`config.mk`:
```
export PLATFORM = sky130hd
export DESIGN_NAME = ctr16_timer
export DESIGN_NICKNAME = d
export VERILOG_FILES = /design/src/ctr16_pkg.sv /design/src/ctr16_timer.sv
export SDC_FILE = /design/constraint.sdc
export NUM_CORES = 1
export LEC_CHECK = 0
export BUFFER_PORTS_ARGS = -buffer_cell sky130_fd_sc_hd__buf_2
export CELL_PAD_IN_SITES_DETAIL_PLACEMENT = 1
export CELL_PAD_IN_SITES_GLOBAL_PLACEMENT = 1
export CORE_UTILIZATION = 48
export CTS_CLUSTER_SIZE = 14
export DETAILED_ROUTE_END_ITERATION = 12
export PLACE_DENSITY = 0.76
export SYNTH_ARGS = -nofsm -noshare
export SYNTH_HDL_FRONTEND = slang
export SYNTH_SLANG_ARGS = --single-unit
```
`constraint.sdc`:
```
create_clock -name CLK_I -period 2.6 [get_ports CLK_I]
set_input_delay 0.13 -clock CLK_I [delete_from_list [all_inputs] [get_ports CLK_I]]
set_output_delay 0.13 -clock CLK_I [all_outputs]
set_load 0.05 [all_outputs]
```
`src/ctr16_pkg.sv`:
```
package ctr16_pkg;

    // ==========================================================
    // Register offsets (byte addresses)
    localparam logic [11:0] OFF_INTERRUPT_FLAGS = 12'h0000;
    localparam logic [11:0] OFF_TIMER_CONTROL = 12'h0004;
    localparam logic [11:0] OFF_TIMER_COUNT = 12'h0008;
    localparam logic [11:0] OFF_PRESCALE_LIMIT = 12'h000C;
    localparam logic [11:0] OFF_PRESCALE_COUNT = 12'h0010;
    localparam logic [11:0] OFF_MATCH_CONTROL = 12'h0014;
    localparam logic [11:0] OFF_MATCH_VALUE0 = 12'h0018;
    localparam logic [11:0] OFF_MATCH_VALUE3 = 12'h0024;
    localparam logic [11:0] OFF_CAPTURE_CONTROL = 12'h0028;
    localparam logic [11:0] OFF_CAPTURE_VALUE = 12'h002C;
    localparam logic [11:0] OFF_EXTERNAL_MATCH_CONTROL = 12'h003C;
    localparam logic [11:0] OFF_COUNT_CONTROL = 12'h0070;
    localparam logic [11:0] OFF_PWM_OUTPUT_CONTROL = 12'h0074;
    localparam logic [11:0] OFF_INTERRUPT_MASK = 12'h0078;

    // ==========================================================
    // Field positions and widths
    localparam int NUM_MATCH = 4;
    localparam int NUM_OUTPUTS = 3;
    localparam int NUM_IRQ = 5;
    localparam int IRQ_CAPTURE_BIT = 4;
    localparam int TCR_ENABLE_BIT = 0;
    localparam int TCR_RESET_BIT = 1;
    localparam int MCR_INT_BIT = 0;
    localparam int MCR_RESET_BIT = 1;
    localparam int MCR_STOP_BIT = 2;
    localparam int CCR_RISE_BIT = 0;
    localparam int CCR_FALL_BIT = 1;
    localparam int CCR_INT_BIT = 2;
    localparam int EMR_ACTION_LSB = 4;

    // External match actions.
    localparam logic [1:0] EMA_NOTHING = 2'h0;
    localparam logic [1:0] EMA_CLEAR = 2'h1;
    localparam logic [1:0] EMA_SET = 2'h2;
    localparam logic [1:0] EMA_TOGGLE = 2'h3;

    // Count source modes.
    localparam logic [1:0] CTM_TIMER = 2'h0;
    localparam logic [1:0] CTM_RISE = 2'h1;
    localparam logic [1:0] CTM_FALL = 2'h2;
    localparam logic [1:0] CTM_BOTH = 2'h3;

    localparam logic [31:0] RESET_VALUE = 32'h0000_0000;
    localparam logic [15:0] COUNT_MAX = 16'hFFFF;

endpackage : ctr16_pkg

```
`src/ctr16_timer.sv`:
```
// Local design decisions: the address map and the APB slave port.
`timescale 1ns/1ps
`default_nettype none

// Function
// - Sixteen-bit up counter behind a programmable sixteen-bit prescaler.
// - Timer mode counts clock cycles; counter mode counts external transitions.
// - Capture input edge loads count into capture register, optional interrupt.
// - Counter mode uses the capture input as count source.
// - Four match values compared with count; optional interrupt per match.
// - Match may stop the counter, optional interrupt.
// - Match may reset the counter, optional interrupt.
// - Each match output clears, sets, toggles or holds on its match.
// - PWM mode drives match outputs as single-edge PWM from match values.
// - Instances differ only in base address and in OUTPUTS, the number of match outputs driven.
// - Count advances once every prescale limit plus one ticks (clock cycles in timer mode, selected edges in counter mode).
// - A tick with prescale count already at limit increments count and clears prescale.
// - Interrupt flags show five pending sources; writing ones clears them.
// - Capture control selects capture edges and capture interrupt.
module ctr16_timer
    import ctr16_pkg::*;
#(
    parameter int OUTPUTS = NUM_OUTPUTS
) (
    input wire logic CLK_I,
    input wire logic RSTN_I,
    input wire logic PSEL_I,
    input wire logic PENABLE_I,
    input wire logic PWRITE_I,
    input wire logic [11:0] PADDR_I,
    input wire logic [31:0] PWDATA_I,
    output logic [31:0] PRDATA_O,
    output logic PREADY_O,
    output logic PSLVERR_O,
    input wire logic CAPTURE_INPUT_I,
    output logic [2:0] MATCH_OUTPUTS_O,
    output logic IRQ_O
);

    // ==========================================================
    // Register state
    logic [NUM_IRQ-1:0] interrupt_flags;
    logic [NUM_IRQ-1:0] interrupt_mask;
    logic [1:0] timer_control;
    logic [15:0] timer_count;
    logic [15:0] prescale_limit;
    logic [15:0] prescale_count;
    logic [11:0] match_control;
    logic [15:0] match_values [NUM_MATCH];
    logic [2:0] capture_control;
    logic [15:0] capture_value;
    logic [9:0] external_match_control;
    logic [1:0] count_control;
    logic [3:0] pwm_output_control;
    logic cap_sync1;
    logic cap_sync2;
    logic cap_prev;

    // ==========================================================
    // APB decode
    wire wr = PSEL_I && PENABLE_I && PWRITE_I;
    wire wr_irq = wr && (PADDR_I == OFF_INTERRUPT_FLAGS);
    wire wr_tcr = wr && (PADDR_I == OFF_TIMER_CONTROL);
    wire wr_tc = wr && (PADDR_I == OFF_TIMER_COUNT);
    wire wr_pr = wr && (PADDR_I == OFF_PRESCALE_LIMIT);
    wire wr_pc = wr && (PADDR_I == OFF_PRESCALE_COUNT);
    wire wr_mcr = wr && (PADDR_I == OFF_MATCH_CONTROL);
    wire wr_mr = wr && (PADDR_I >= OFF_MATCH_VALUE0) && (PADDR_I <= OFF_MATCH_VALUE3)
        && (PADDR_I[1:0] == 2'h0);
    wire [1:0] mr_sel = 2'((PADDR_I - OFF_MATCH_VALUE0) >> 2);
    wire wr_ccr = wr && (PADDR_I == OFF_CAPTURE_CONTROL);
    wire wr_emr = wr && (PADDR_I == OFF_EXTERNAL_MATCH_CONTROL);
    wire wr_ctcr = wr && (PADDR_I == OFF_COUNT_CONTROL);
    wire wr_pwm = wr && (PADDR_I == OFF_PWM_OUTPUT_CONTROL);
    wire wr_mask = wr && (PADDR_I == OFF_INTERRUPT_MASK);

    logic [31:0] rd_data;
    always_comb begin
        rd_data = RESET_VALUE;
        if (PADDR_I == OFF_INTERRUPT_FLAGS) begin
            rd_data[NUM_IRQ-1:0] = interrupt_flags;
        end else if (PADDR_I == OFF_TIMER_CONTROL) begin
            rd_data[1:0] = timer_control;
        end else if (PADDR_I == OFF_TIMER_COUNT) begin
            rd_data[15:0] = timer_count;
        end else if (PADDR_I == OFF_PRESCALE_LIMIT) begin
            rd_data[15:0] = prescale_limit;
        end else if (PADDR_I == OFF_PRESCALE_COUNT) begin
            rd_data[15:0] = prescale_count;
        end else if (PADDR_I == OFF_MATCH_CONTROL) begin
            rd_data[11:0] = match_control;
        end else if (wr_mr || (!PWRITE_I && (PADDR_I >= OFF_MATCH_VALUE0)
                && (PADDR_I <= OFF_MATCH_VALUE3) && (PADDR_I[1:0] == 2'h0))) begin
            rd_data[15:0] = match_values[mr_sel];
        end else if (PADDR_I == OFF_CAPTURE_CONTROL) begin
            rd_data[2:0] = capture_control;
        end else if (PADDR_I == OFF_CAPTURE_VALUE) begin
            rd_data[15:0] = capture_value;
        end else if (PADDR_I == OFF_EXTERNAL_MATCH_CONTROL) begin
            rd_data[9:0] = external_match_control;
        end else if (PADDR_I == OFF_COUNT_CONTROL) begin
            rd_data[1:0] = count_control;
        end else if (PADDR_I == OFF_PWM_OUTPUT_CONTROL) begin
            rd_data[3:0] = pwm_output_control;
        end else if (PADDR_I == OFF_INTERRUPT_MASK) begin
            rd_data[NUM_IRQ-1:0] = interrupt_mask;
        end
    end

    // The slave answers in the first access cycle; unmapped reads give zero.
    assign PREADY_O = 1'b1;
    assign PSLVERR_O = 1'b0;

    always_ff @(posedge CLK_I or negedge RSTN_I) begin
        if (!RSTN_I) begin
            PRDATA_O <= RESET_VALUE;
        end else if (PSEL_I && !PENABLE_I && !PWRITE_I) begin
            PRDATA_O <= rd_data;
        end
    end

    // ==========================================================
    // Count source and capture edge detection
    always_ff @(posedge CLK_I or negedge RSTN_I) begin
        if (!RSTN_I) begin
            cap_sync1 <= 1'b0;
            cap_sync2 <= 1'b0;
            cap_prev <= 1'b0;
        end else begin
            cap_sync1 <= CAPTURE_INPUT_I;
            cap_sync2 <= cap_sync1;
            cap_prev <= cap_sync2;
        end
    end

    wire cap_rise = cap_sync2 && !cap_prev;
    wire cap_fall = !cap_sync2 && cap_prev;
    wire ext_edge = ((count_control == CTM_RISE) && cap_rise)
        || ((count_control == CTM_FALL) && cap_fall)
        || ((count_control == CTM_BOTH) && (cap_rise || cap_fall));
    wire tick = (count_control == CTM_TIMER) ? 1'b1 : ext_edge;
    wire running = timer_control[TCR_ENABLE_BIT] && !timer_control[TCR_RESET_BIT];
    wire prescale_done = (prescale_count == prescale_limit);
    wire advance = running && tick && prescale_done;
    wire capture_event = (capture_control[CCR_RISE_BIT] && cap_rise)
        || (capture_control[CCR_FALL_BIT] && cap_fall);

    // ==========================================================
    // Match detection
    logic [NUM_MATCH-1:0] match_hit;
    logic [NUM_MATCH-1:0] match_reset;
    logic [NUM_MATCH-1:0] match_stop;
    logic [NUM_MATCH-1:0] match_irq;
    genvar g;
    generate
        for (g = 0; g < NUM_MATCH; g++) begin : g_match
            assign match_hit[g] = advance && (timer_count == match_values[g]);
            assign match_reset[g] = match_hit[g] && match_control[3*g+MCR_RESET_BIT];
            assign match_stop[g] = match_hit[g] && match_control[3*g+MCR_STOP_BIT];
            assign match_irq[g] = match_hit[g] && match_control[3*g+MCR_INT_BIT];
        end
    endgenerate

    wire next_zero = |match_reset;
    wire [15:0] next_count = next_zero ? 16'h0000 : 16'(timer_count + 16'h0001);

    // ==========================================================
    // Counter, prescaler, control
    always_ff @(posedge CLK_I or negedge RSTN_I) begin
        if (!RSTN_I) begin
            timer_count <= 16'h0000;
            prescale_count <= 16'h0000;
            timer_control <= 2'h0;
        end else begin
            if (wr_tcr) begin
                timer_control <= PWDATA_I[1:0];
            end else if (|match_stop) begin
                timer_control[TCR_ENABLE_BIT] <= 1'b0;
            end
            if (timer_control[TCR_RESET_BIT]) begin
                timer_count <= 16'h0000;
                prescale_count <= 16'h0000;
            end else if (wr_tc) begin
                timer_count <= PWDATA_I[15:0];
            end else if (advance) begin
                timer_count <= next_count;
                prescale_count <= 16'h0000;
            end else if (running && tick) begin
                prescale_count <= 16'(prescale_count + 16'h0001);
            end
            if (wr_pc) begin
                prescale_count <= PWDATA_I[15:0];
            end
        end
    end

    // ==========================================================
    // Configuration registers
    always_ff @(posedge CLK_I or negedge RSTN_I) begin
        if (!RSTN_I) begin
            prescale_limit <= 16'h0000;
            match_control <= 12'h000;
            capture_control <= 3'h0;
            external_match_control <= 10'h000;
            count_control <= 2'h0;
            pwm_output_control <= 4'h0;
            interrupt_mask <= 5'h00;
            for (int i = 0; i < NUM_MATCH; i++) begin
                match_values[i] <= 16'h0000;
            end
        end else begin
            if (wr_pr) prescale_limit <= PWDATA_I[15:0];
            if (wr_mcr) match_control <= PWDATA_I[11:0];
            if (wr_ccr) capture_control <= PWDATA_I[2:0];
            if (wr_ctcr) count_control <= PWDATA_I[1:0];
            if (wr_pwm) pwm_output_control <= PWDATA_I[3:0];
            if (wr_mask) interrupt_mask <= PWDATA_I[NUM_IRQ-1:0];
            if (wr_mr) match_values[mr_sel] <= PWDATA_I[15:0];
            if (wr_emr) begin
                external_match_control <= PWDATA_I[9:0];
            end else begin
                for (int i = 0; i < OUTPUTS; i++) begin
                    if (match_hit[i]) begin
                        case (external_match_control[EMR_ACTION_LSB+2*i +: 2])
                            EMA_CLEAR: external_match_control[i] <= 1'b0;
                            EMA_SET: external_match_control[i] <= 1'b1;
                            EMA_TOGGLE: external_match_control[i] <= !external_match_control[i];
                            default: external_match_control[i] <= external_match_control[i];
                        endcase
                    end
                end
            end
        end
    end

    // ==========================================================
    // Capture and interrupt flags
    wire [NUM_IRQ-1:0] irq_set = {capture_event && capture_control[CCR_INT_BIT], match_irq};
    wire [NUM_IRQ-1:0] irq_clr = wr_irq ? PWDATA_I[NUM_IRQ-1:0] : 5'h00;

    always_ff @(posedge CLK_I or negedge RSTN_I) begin
        if (!RSTN_I) begin
            capture_value <= 16'h0000;
            interrupt_flags <= 5'h00;
        end else begin
            if (capture_event) capture_value <= timer_count;
            interrupt_flags <= (interrupt_flags & ~irq_clr) | irq_set;
        end
    end

    assign IRQ_O = |(interrupt_flags & interrupt_mask);

    // ==========================================================
    // PWM and match outputs
    logic [2:0] pwm_level;
    always_ff @(posedge CLK_I or negedge RSTN_I) begin
        if (!RSTN_I) begin
            pwm_level <= 3'h0;
            MATCH_OUTPUTS_O <= 3'h0;
        end else begin
            for (int i = 0; i < 3; i++) begin
                if (|match_reset || timer_control[TCR_RESET_BIT]) begin
                    pwm_level[i] <= 1'b0;
                end else if (match_hit[i]) begin
                    pwm_level[i] <= 1'b1;
                end
                if (i >= OUTPUTS) begin
                    MATCH_OUTPUTS_O[i] <= 1'b0;
                end else if (pwm_output_control[i]) begin
                    MATCH_OUTPUTS_O[i] <= pwm_level[i];
                end else begin
                    MATCH_OUTPUTS_O[i] <= external_match_control[i];
                end
            end
        end
    end

    // ==========================================================
    // Checks
    AST_PRESCALE_CLEAR: assert property (@(posedge CLK_I) disable iff (!RSTN_I)
        advance && !wr_pc && !wr_tc |=> prescale_count == 16'h0000)
        else $error("prescale count not cleared on advance");
    AST_COUNT_STEP: assert property (@(posedge CLK_I) disable iff (!RSTN_I)
        advance && !next_zero && !wr_tc |=> timer_count == 16'($past(timer_count) + 16'h0001))
        else $error("count did not advance by one");
    AST_MATCH_RESET: assert property (@(posedge CLK_I) disable iff (!RSTN_I)
        |match_reset && !wr_tc && !timer_control[TCR_RESET_BIT] |=> timer_count == 16'h0000)
        else $error("match reset did not clear count");
    AST_MATCH_STOP: assert property (@(posedge CLK_I) disable iff (!RSTN_I)
        |match_stop && !wr_tcr |=> !timer_control[TCR_ENABLE_BIT])
        else $error("match stop did not halt counter");
    AST_WRAP: assert property (@(posedge CLK_I) disable iff (!RSTN_I)
        advance && timer_count == COUNT_MAX && !next_zero && !wr_tc |=> timer_count == 16'h0000)
        else $error("count did not wrap");
    AST_CAPTURE: assert property (@(posedge CLK_I) disable iff (!RSTN_I)
        capture_event |=> capture_value == $past(timer_count))
        else $error("capture value wrong");
    AST_FLAG_SET_WINS: assert property (@(posedge CLK_I) disable iff (!RSTN_I)
        irq_set[0] |=> interrupt_flags[0])
        else $error("match flag lost");
    AST_HOLD_STOPPED: assert property (@(posedge CLK_I) disable iff (!RSTN_I)
        !running && !timer_control[TCR_RESET_BIT] && !wr_tc |=> timer_count == $past(timer_count))
        else $error("count moved while stopped");

endmodule : ctr16_timer

`default_nettype wire

```
==> results.yml, run 1 <==
global_route:
  antenna_found_initial: 1
  grt_max_degree: 75
  busiest_layer: "met2"
  grt_pass1_wl_mm: 60.40
  grt-ovfl-total: 0
  grt_pass1_vias: 9690
  gr-usage-met2: 0.5499
  use_met1: 0.4703
  grt_util_met3: 0.05828
  grt_use_total: 0.3412
clocking:
  cts_tree: "built"
  cts.clk_slew.worst_paths_ns: 0.09
  cts_buffers: 17
  htreeDepth: 4
  clockBufferDepth: 2
  cts_sinks: 196
  root_buffer: "clkbuf_16"
  clk_latency_ns: 0.45
layout:
  area_delta_synth_final_pct: 15.91
  seq_area_sq_um: 4906
  fillers: 2437
  antenna_cells: 0
  nNetsFinal: 1220
  final_area_sq_um: 12930
  final_core_util: 0.5693
  final_layout_size_suffix_gt1_frac: 0.2950
  multiInputGateArea_sq_um: 5777
logic_synthesis:
  synth_commonest_cells: "196 x dfrtp_1, 120 x mux2_2, 81 x nand2_1, 57 x o21ai_0, 51 x nor2_1"
  synth_ff_type: "dfrtp_1"
  yosysTopAreaCell: "dfrtp_1"
  ys_ff_latch: 196
  yosysTopAreaCellShare: 0.4397
  synth_cells: 1051
  seq_area_frac_synth: 0.4397
  synthArstFlopShare: 1.000
  avgSynthCellArea_sq_um: 10.61
  ys_types: 68
  synth.most_common_cell: "dfrtp_1"
  ys_warn_count: 0
  synth.area.top_cells: "dfrtp_1 44%, mux2_2 12%, xor2_1 3.8%, mux4_2 3.2%, nand2_1 2.7%"
  synth_edf_count: 0
  netlist_area_sq_um: 11150
placed_design:
  globalplace.congestion: 0.9329
  io_buffers: 53
  placed_area_sq_um: 12280
  hpwl_mm: 28.14
  post-place-ws_ns: 0.01665
flow_run:
  maxCapViolations: 0
sta:
  final_hold_viol_count: 0
  worstMarginPinSlew_ns: 0.9187
  drv_slew: 0
  finalSetupViolCount: 0
  maxSlewHeadroom: 0.3828
  skew_ns: 0.02041
  layout_min_cycle_time_ns: 2.556
  finalCritPeriodShare: 0.9832
  finalWorstSetupSlack_ns: 0.04371
  max_freq_mhz: 391.2
  fin_tns_setup_ns: 0
die:
  dieArea_sq_um: 23850
  design.core.area_sq_um: 22710
  rows: 55
  die_x_um: 154.4
  start_util: 0.4912
  die_height_um: 154.4
  ios: 88
status:
  outcome: "finished, final reports clean"
power:
  ir_drop_mv: 0.3996
  leakage_uw: 0.006407
  pwr_density_cell_nw_per_um2: 475.7
critical_path:
  end_kind: "flop"
  crit_chain: "xor2_1 > nor4_1 > nand4_1 > buf_4 > nor4_2 > buf_4 > mux2i_1 > a211o_1 > mux2i_1"
  max_stage_delay_ns: 0.51
  critPathSlowestCell: "dfrtp_1"
  critical_path_class: "flop to flop"
  crit_required_ns: 2.97
  cp.arrival_ns: 2.92
  rrSetupSlack_ns: 0.04
  start_kind: "flop"
  crit_path_max_fanout: 8
routing:
  ant_nets: 0
  dr.pass1.iters: 5
  wl_per_cell_um: 26.79
  wirelength_mm: 39.06
  drc_errors: 0
  drt_iter0_markers: 894
  routed-via-count: 9387
  via_per_inst: 6.438
worst_hold_path:
  hold_class: "input pin to flop"
[worst max-delay path: cells and delay by family, from the launching register on]
family	cells	cell delay (ns)
compound gates	1	0.24
xor+xnor	1	0.21
buf+inv	2	0.42
flops	1	0.51
mux	2	0.20
simple gates	3	0.91
[cells in the final DEF (no fill, tap or decap), types with 6 or more instances in the layout]
cell type  instances
nand3_1           20
a221oi_1           9
xor2_1            48
mux4_2            16
a22oi_1           15
nand4_1           18
nor4_1            20
o21a_1             8
conb_1            18
mux2i_1           13
a32oi_1            8
o21ai_0           57
a211oi_1           6
clkbuf_16         17
and3_1            16
mux2_4             6
a22o_1             8
and2_1             6
buf_12            11
o2bb2ai_1          7
buf_2             52
buf_4             90
nand2b_1          13
xnor2_1           32
nor3_1            15
mux2_2           120
nand2_1           80
inv_1             32
a21oi_1           30
ha_1              10
nor2_1            51
o31ai_1           13
dfrtp_1          195
a221o_1            7
a21o_1            18
[sequential cells by signal, summed over array words and instances (netlist names)]
register                count
match_values               64
PRDATA_O                   16
capture_value              16
prescale_count             16
prescale_limit             16
timer_count                16
match_control              12
external_match_control     10
interrupt_flags             5
interrupt_mask              5
pwm_output_control          4
MATCH_OUTPUTS_O             3
capture_control             3
pwm_level                   3
count_control               2
timer_control               2
cap_prev                    1
cap_sync1                   1
cap_sync2                   1
[what timing repair did]
item | in CTS | in global routing
endpoints found under the setup margin | 1 | 23
hold buffers | 2 | 0
gates resized for setup | 0 | 6
pin swaps | 0 | 2
endpoints found under the hold margin | 70 | 0
buffers inserted | 0 | 2
[where the power goes]
group          leakage, uW  total [uW]  switching [uW]  internal, uW
sequential         0.00269        3060            6.68          3060
combinational      0.00344         388             300          88.1
clock             0.000279        2700            1320          1380
total              0.00641        6150            1630          4520
[cells by family after synthesis]
| logic type | Yosys count | share of synthesized area |
|---|---|---|
| flip-flops | 196 | 0.4397 |
| AND/OR/NAND/NOR | 275 | 0.1269 |
| AO/OA/AOI/OAI | 219 | 0.1347 |
| buffers and inverters | 114 | 0.05081 |
| other | 2 | 0.0006733 |
| XOR/XNOR | 80 | 0.06282 |
| multiplexers | 155 | 0.1732 |
| adder cells (fa/ha/maj) | 10 | 0.01122 |
[path summary, 6_finish.rpt]
kind / startpoint / end / cells after the start
worst max-delay path: timer_count[6] / external_match_control[0] / 9
min in group asynchronous: RSTN_I / interrupt_mask[1] / 2
max in group asynchronous: RSTN_I / match_values[21] / 3
worst max register to register: timer_count[6] / external_match_control[0] / 9
worst min-delay path: PWDATA_I[13] / prescale_count[13] / 3
worst min register to register: cap_sync1 / cap_sync2 / 0
[stage by stage]
stage               cells  hold WS [ns]  total power [uW]
finish               1458       0.03866              6150
global route         1458       0.05722              6320
floorplan            1067       -0.1656              3317
CTS                  1456       0.02736              6174
detailed placement   1422        0.2260              3504
global placement     1422        0.2277              3498
[metal layers]
| layer | routed length (um) | vias to the layer above |
|---|---|---|
| li1 | - | 4031 |
| met1 | 16760 | 4891 |
| met2 | 18670 | 387 |
| met3 | 2665 | 78 |
| met4 | 964 | 0 |
| met5 | 0 | - |
[layout make-up]
class,instances,area share
Tap cell,285,0.02758
Multi-Input combinational cell,757,0.4468
Clock inverter,14,0.01084
Sequential cell,196,0.3795
Inverter,32,0.009291
Timing Repair Buffer,156,0.09204
Clock buffer,18,0.03397
(Power assumes the default switching activity.)
==> run 2, diff against run 1 <==
--- a/config.mk
+++ b/config.mk
@@ -8,9 +8,11 @@
 export BUFFER_PORTS_ARGS = -buffer_cell sky130_fd_sc_hd__buf_2
 export CELL_PAD_IN_SITES_DETAIL_PLACEMENT = 1
 export CELL_PAD_IN_SITES_GLOBAL_PLACEMENT = 1
+export CORE_MARGIN = 3
 export CORE_UTILIZATION = 48
 export CTS_CLUSTER_SIZE = 14
 export DETAILED_ROUTE_END_ITERATION = 12
+export HOLD_SLACK_MARGIN = 0.12
 export PLACE_DENSITY = 0.76
 export SYNTH_ARGS = -nofsm -noshare
 export SYNTH_HDL_FRONTEND = slang
==> results.yml, run 2 (synthesized netlist as in run 1, its figures left out) <==
global_route:
  grt-ovfl-total: 0
  antenna_found_initial: 0
  grt_pass1_vias: 9799
  grt_pass1_wl_mm: 59.22
  grt_use_total: 0.3147
  grt_max_degree: 58
placed_design:
  dp_cells: 1408
  post-place-ws_ns: -0.007995
  globalplace.congestion: 0.9317
  io_buffers: 53
  placed_area_sq_um: 12130
  hpwl_mm: 27.54
critical_path:
  crit_required_ns: 2.99
  crit_path_max_fanout: 16
  end_kind: "flop"
  critical_path_class: "flop to flop"
  cp.arrival_ns: 2.93
  start_kind: "flop"
power:
  leakage_uw: 0.006385
  ir_drop_mv: 0.4208
  pwr_density_cell_nw_per_um2: 487.0
die:
  dieArea_sq_um: 25100
  die_height_um: 158.4
  ios: 88
  die_x_um: 158.4
  design.core.area_sq_um: 22710
  start_util: 0.4912
  rows: 55
clocking:
  cts_buffers: 17
  clk_latency_ns: 0.45
  cts.clk_slew.worst_paths_ns: 0.08
  root_buffer: "clkbuf_16"
  cts_tree: "built"
  clockBufferDepth: 2
  htreeDepth: 4
  cts_sinks: 196
routing:
  via_per_inst: 6.445
  drc_errors: 0
  drt_iter0_markers: 905
  dr.pass1.iters: 5
  wirelength_mm: 38.87
  wl_per_cell_um: 26.73
  ant_nets: 0
  routed-via-count: 9371
layout:
  nNetsFinal: 1216
  final_core_util: 0.5699
  stdcell_count: 1454
  largest_reg_flops: 64
  final_area_sq_um: 12940
  antenna_cells: 0
  largest-register: "match_values"
  final_cell_mix: "192 x dfrtp_1, 120 x mux2_2, 81 x buf_4"
  area_delta_synth_final_pct: 16.02
  final_common_cell: "dfrtp_1"
  final_layout_size_suffix_gt1_frac: 0.2908
sta:
  holdWs_ns: 0.1424
  max_freq_mhz: 392.6
  drv_slew: 0
  worstMarginPinSlew_ns: 0.8798
  layout_min_cycle_time_ns: 2.547
  finalSetupViolCount: 0
  finalCritPeriodShare: 0.9796
  skew_ns: 0.01383
  finalWorstSetupSlack_ns: 0.05301
  final_hold_viol_count: 0
  maxSlewHeadroom: 0.4089
flow_run:
  maxCapViolations: 0
worst_hold_path:
  hold_class: "input pin to flop"
status:
  outcome: "finished, final reports clean"
[run 2: changes by cell type in the layout (fill, tap and decap cells not counted), moves of 3 or more]
| cell | change |
|---|---|
| buf_12 | -4 |
| buf_4 | -9 |
| clkinvlp_4 | -3 |
| dfrtp_1 | -3 |
| dfrtp_2 | +3 |
| dlygate4sd3_1 | +9 |
[run 2: what timing repair did]
item,4_1_cts,5_1_grt
cloned,0,0
hold buffers,11,0
buffers inserted,0,3
hold endpoints to repair,168,0
resized for setup,1,12
pin swaps,0,2
endpoints found under the setup margin,2,29
[run 2: metrics by stage]
| stage | setup TNS [ns] | total power, uW |
|---|---|---|
| 2_1_floorplan | 0 | 3317 |
| 3_3_place_gp | 0 | 3487 |
| 3_5_place_dp | -0.007995 | 3493 |
| 4_1_cts | -0.001437 | 6310 |
| 5_1_grt | -0.04026 | 6470 |
| 6_report | 0 | 6302 |
[run 2: metal layers]
layer	routed length [um]	GRT usage
met1	16590	0.4286
met2	18600	0.5103
met3	2318	0.04621
met4	1287	0.1192
met5	70	0.02183
[run 2: layout make-up]
type	count	area, sq um
Inverter	32	120.1
Tap cell	285	356.6
Clock inverter	14	181.4
Fill cell	2485	9768
Clock buffer	18	439.2
Sequential cell	196	4910
Timing Repair Buffer	152	1132
Multi-Input combinational cell	757	5802
[run 2: power breakdown]
group          switching (uW)  internal [uW]  total [uW]
logic                     302           89.6         391
registers                6.77           3050        3060
clock network            1350           1500        2850
[run 2: final timing paths]
kind | start | endpoint | slack (ns) | cells after the start
max in group asynchronous | RSTN_I | timer_count[4] | 1.62 | 3
setup / recovery | prescale_count[14] | timer_count[8] | 0.05 | 10
min in group asynchronous | RSTN_I | cap_prev | 0.21 | 2
setup reg to reg | prescale_count[14] | timer_count[8] | 0.05 | 10
hold / removal | PWDATA_I[0] | timer_control[0] | 0.14 | 3
hold reg to reg | cap_sync1 | cap_sync2 | 0.35 | 0
[run 2: critical path, stage by stage (launching register included)]
cell	delay, ns
dfrtp_1	0.44
xor2_1	0.19
nor4_2	0.32
nand2_1	0.09
buf_4	0.18
nor3_4	0.28
buf_12	0.15
nand4_1	0.12
buf_12	0.21
o41ai_1	0.36
a21o_1	0.13
==> run 3, diff against run 2 <==
--- a/config.mk
+++ b/config.mk
@@ -5,7 +5,7 @@
 export SDC_FILE = /design/constraint.sdc
 export NUM_CORES = 1
 export LEC_CHECK = 0
-export BUFFER_PORTS_ARGS = -buffer_cell sky130_fd_sc_hd__buf_2
+export BUFFER_PORTS_ARGS = -buffer_cell sky130_fd_sc_hd__buf_4
 export CELL_PAD_IN_SITES_DETAIL_PLACEMENT = 1
 export CELL_PAD_IN_SITES_GLOBAL_PLACEMENT = 1
 export CORE_MARGIN = 3
==> results.yml, run 3 (synthesized netlist as in run 1, its figures left out) <==
clocking:
  htreeDepth: 4
  root_buffer: "clkbuf_16"
  clockBufferDepth: 2
  clk_latency_ns: 0.46
  cts.clk_slew.worst_paths_ns: 0.08
  cts_buffers: 17
  cts_tree: "built"
  cts_sinks: 196
die:
  rows: 55
  die_x_um: 158.4
  start_util: 0.4912
  design.core.area_sq_um: 22710
  die_height_um: 158.4
  dieArea_sq_um: 25100
  ios: 88
sta:
  fin_tns_setup_ns: -0.005154
  maxSlewHeadroom: 0.1868
  max_freq_mhz: 383.9
  skew_ns: 0.01135
  finalCritPeriodShare: 1.002
  layout_min_cycle_time_ns: 2.605
  rsz0062_at_grt: "yes"
  worstMarginPinSlew_ns: 1.210
  finalWorstSetupSlack_ns: -0.005154
  finalSetupViolCount: 1
  drv_slew: 0
  final_hold_viol_count: 0
placed_design:
  io_buffers: 53
  post-place-ws_ns: 0.09755
  hpwl_mm: 27.28
  globalplace.congestion: 0.9759
global_route:
  grt-ovfl-total: 0
  grt_pass1_wl_mm: 58.24
  antenna_found_initial: 1
  grt_use_total: 0.3114
  grt_max_degree: 67
  grt_pass1_vias: 9589
routing:
  via_per_inst: 6.330
  drc_errors: 0
  wl_per_cell_um: 26.16
  routed-via-count: 9216
  dr.pass1.iters: 7
  drt_iter0_markers: 897
  ant_nets: 0
  wirelength_mm: 38.09
status:
  violations: "negative setup slack"
  outcome: "complete, but fails checks"
layout:
  largest-register: "match_values"
  final_cell_mix: "195 x dfrtp_1, 126 x buf_4, 120 x mux2_2"
  final_common_cell: "dfrtp_1"
  area_delta_synth_final_pct: 17.09
  antenna_cells: 0
  largest_reg_flops: 64
  nNetsFinal: 1218
  final_layout_size_suffix_gt1_frac: 0.2767
  fillers: 2431
critical_path:
  crit_path_max_fanout: 7
  start_kind: "input pin"
  end_kind: "flop"
  critical_path_class: "input pin to flop"
  crit_required_ns: 2.96
  cp.arrival_ns: 2.96
power:
  pwr_density_cell_nw_per_um2: 483.2
  ir_drop_mv: 0.2830
  leakage_uw: 0.006421
worst_hold_path:
  hold_class: "input pin to flop"
flow_run:
  maxCapViolations: 0
run 3: cell types whose count changed in the layout (fill, tap and decap cells not counted), sizes merged:
cell / previous run / this run
dlygate4sd3: 11 / 19
buf: 140 / 134
clkbuf: 19 / 18
clkinv: 3 / 4
clkinvlp: 0 / 1
inv: 41 / 40
run 3: layout make-up:
| type | count | area, sq um | share of cell area |
|---|---|---|---|
| multi-input combinational | 757 | 5754 | 0.4406 |
| sequential | 196 | 4906 | 0.3756 |
| timing repair buffer | 154 | 1310 | 0.1003 |
| clock buffer | 17 | 425.4 | 0.03257 |
| tap | 285 | 356.6 | 0.02730 |
| clock inverter | 15 | 188.9 | 0.01446 |
| inverter | 32 | 120.1 | 0.009196 |
run 3: final timing paths:
check,cells past startpoint,startpoint,endpoint,slack [ns]
worst max register to register,9,timer_count[13],timer_count[8],0.04
max in group asynchronous,3,RSTN_I,match_values[32],1.55
worst min register to register,0,cap_sync2,cap_prev,0.41
worst min-delay path,4,PADDR_I[5],capture_control[2],0.19
min in group asynchronous,2,RSTN_I,interrupt_mask[1],0.22
worst max-delay path,7,PADDR_I[4],PRDATA_O[3],-0.005
run 3: routing by layer:
metal  vias up  wire [um]  GRT usage  share of wire
met5         -          0          0              0
met4         0       1173     0.1131          0.031
met2       393      17850     0.4905           0.47
met1      4730      16160     0.4343           0.42
li1       4014          -          -              -
met3        79       2907    0.05627          0.076
run 3: metrics by stage:
step                      utilization  area, sq um  instances  total power [uW]  hold slack, ns
final                          0.5752        13060       1456              6311          0.1943
after global routing           0.5752        13060       1456              6495          0.2169
after CTS                      0.5742        13040       1454              6342          0.1846
after detailed placement       0.5387        12230       1403              3512          0.1765
after global placement         0.5387        12230       1403              3507          0.1666
after floorplan                     -        11210       1067              3317         -0.1656
run 3: where the power goes:
group,leakage [uW],switching [uW],internal (uW),total (uW)
combinational,0.00343,305,114,419
clock,0.000301,1360,1470,2830
sequential,0.00269,7.17,3050,3060
run 3: repair_timing:
action / CTS / global route
endpoints found under the hold margin: 202 / 0
resized for setup: 0 / 2
hold buffers: 19 / 0
setup endpoints to repair: 0 / 27
setup buffers: 0 / 2
run 3: critical path: stages:
cell and delay [ns]:
dlygate4sd3_1 0.55, buf_4 0.17, nor4_1 0.46, nand4_1 0.29
nor3_1 1.03, a221oi_1 0.19, o31ai_1 0.14
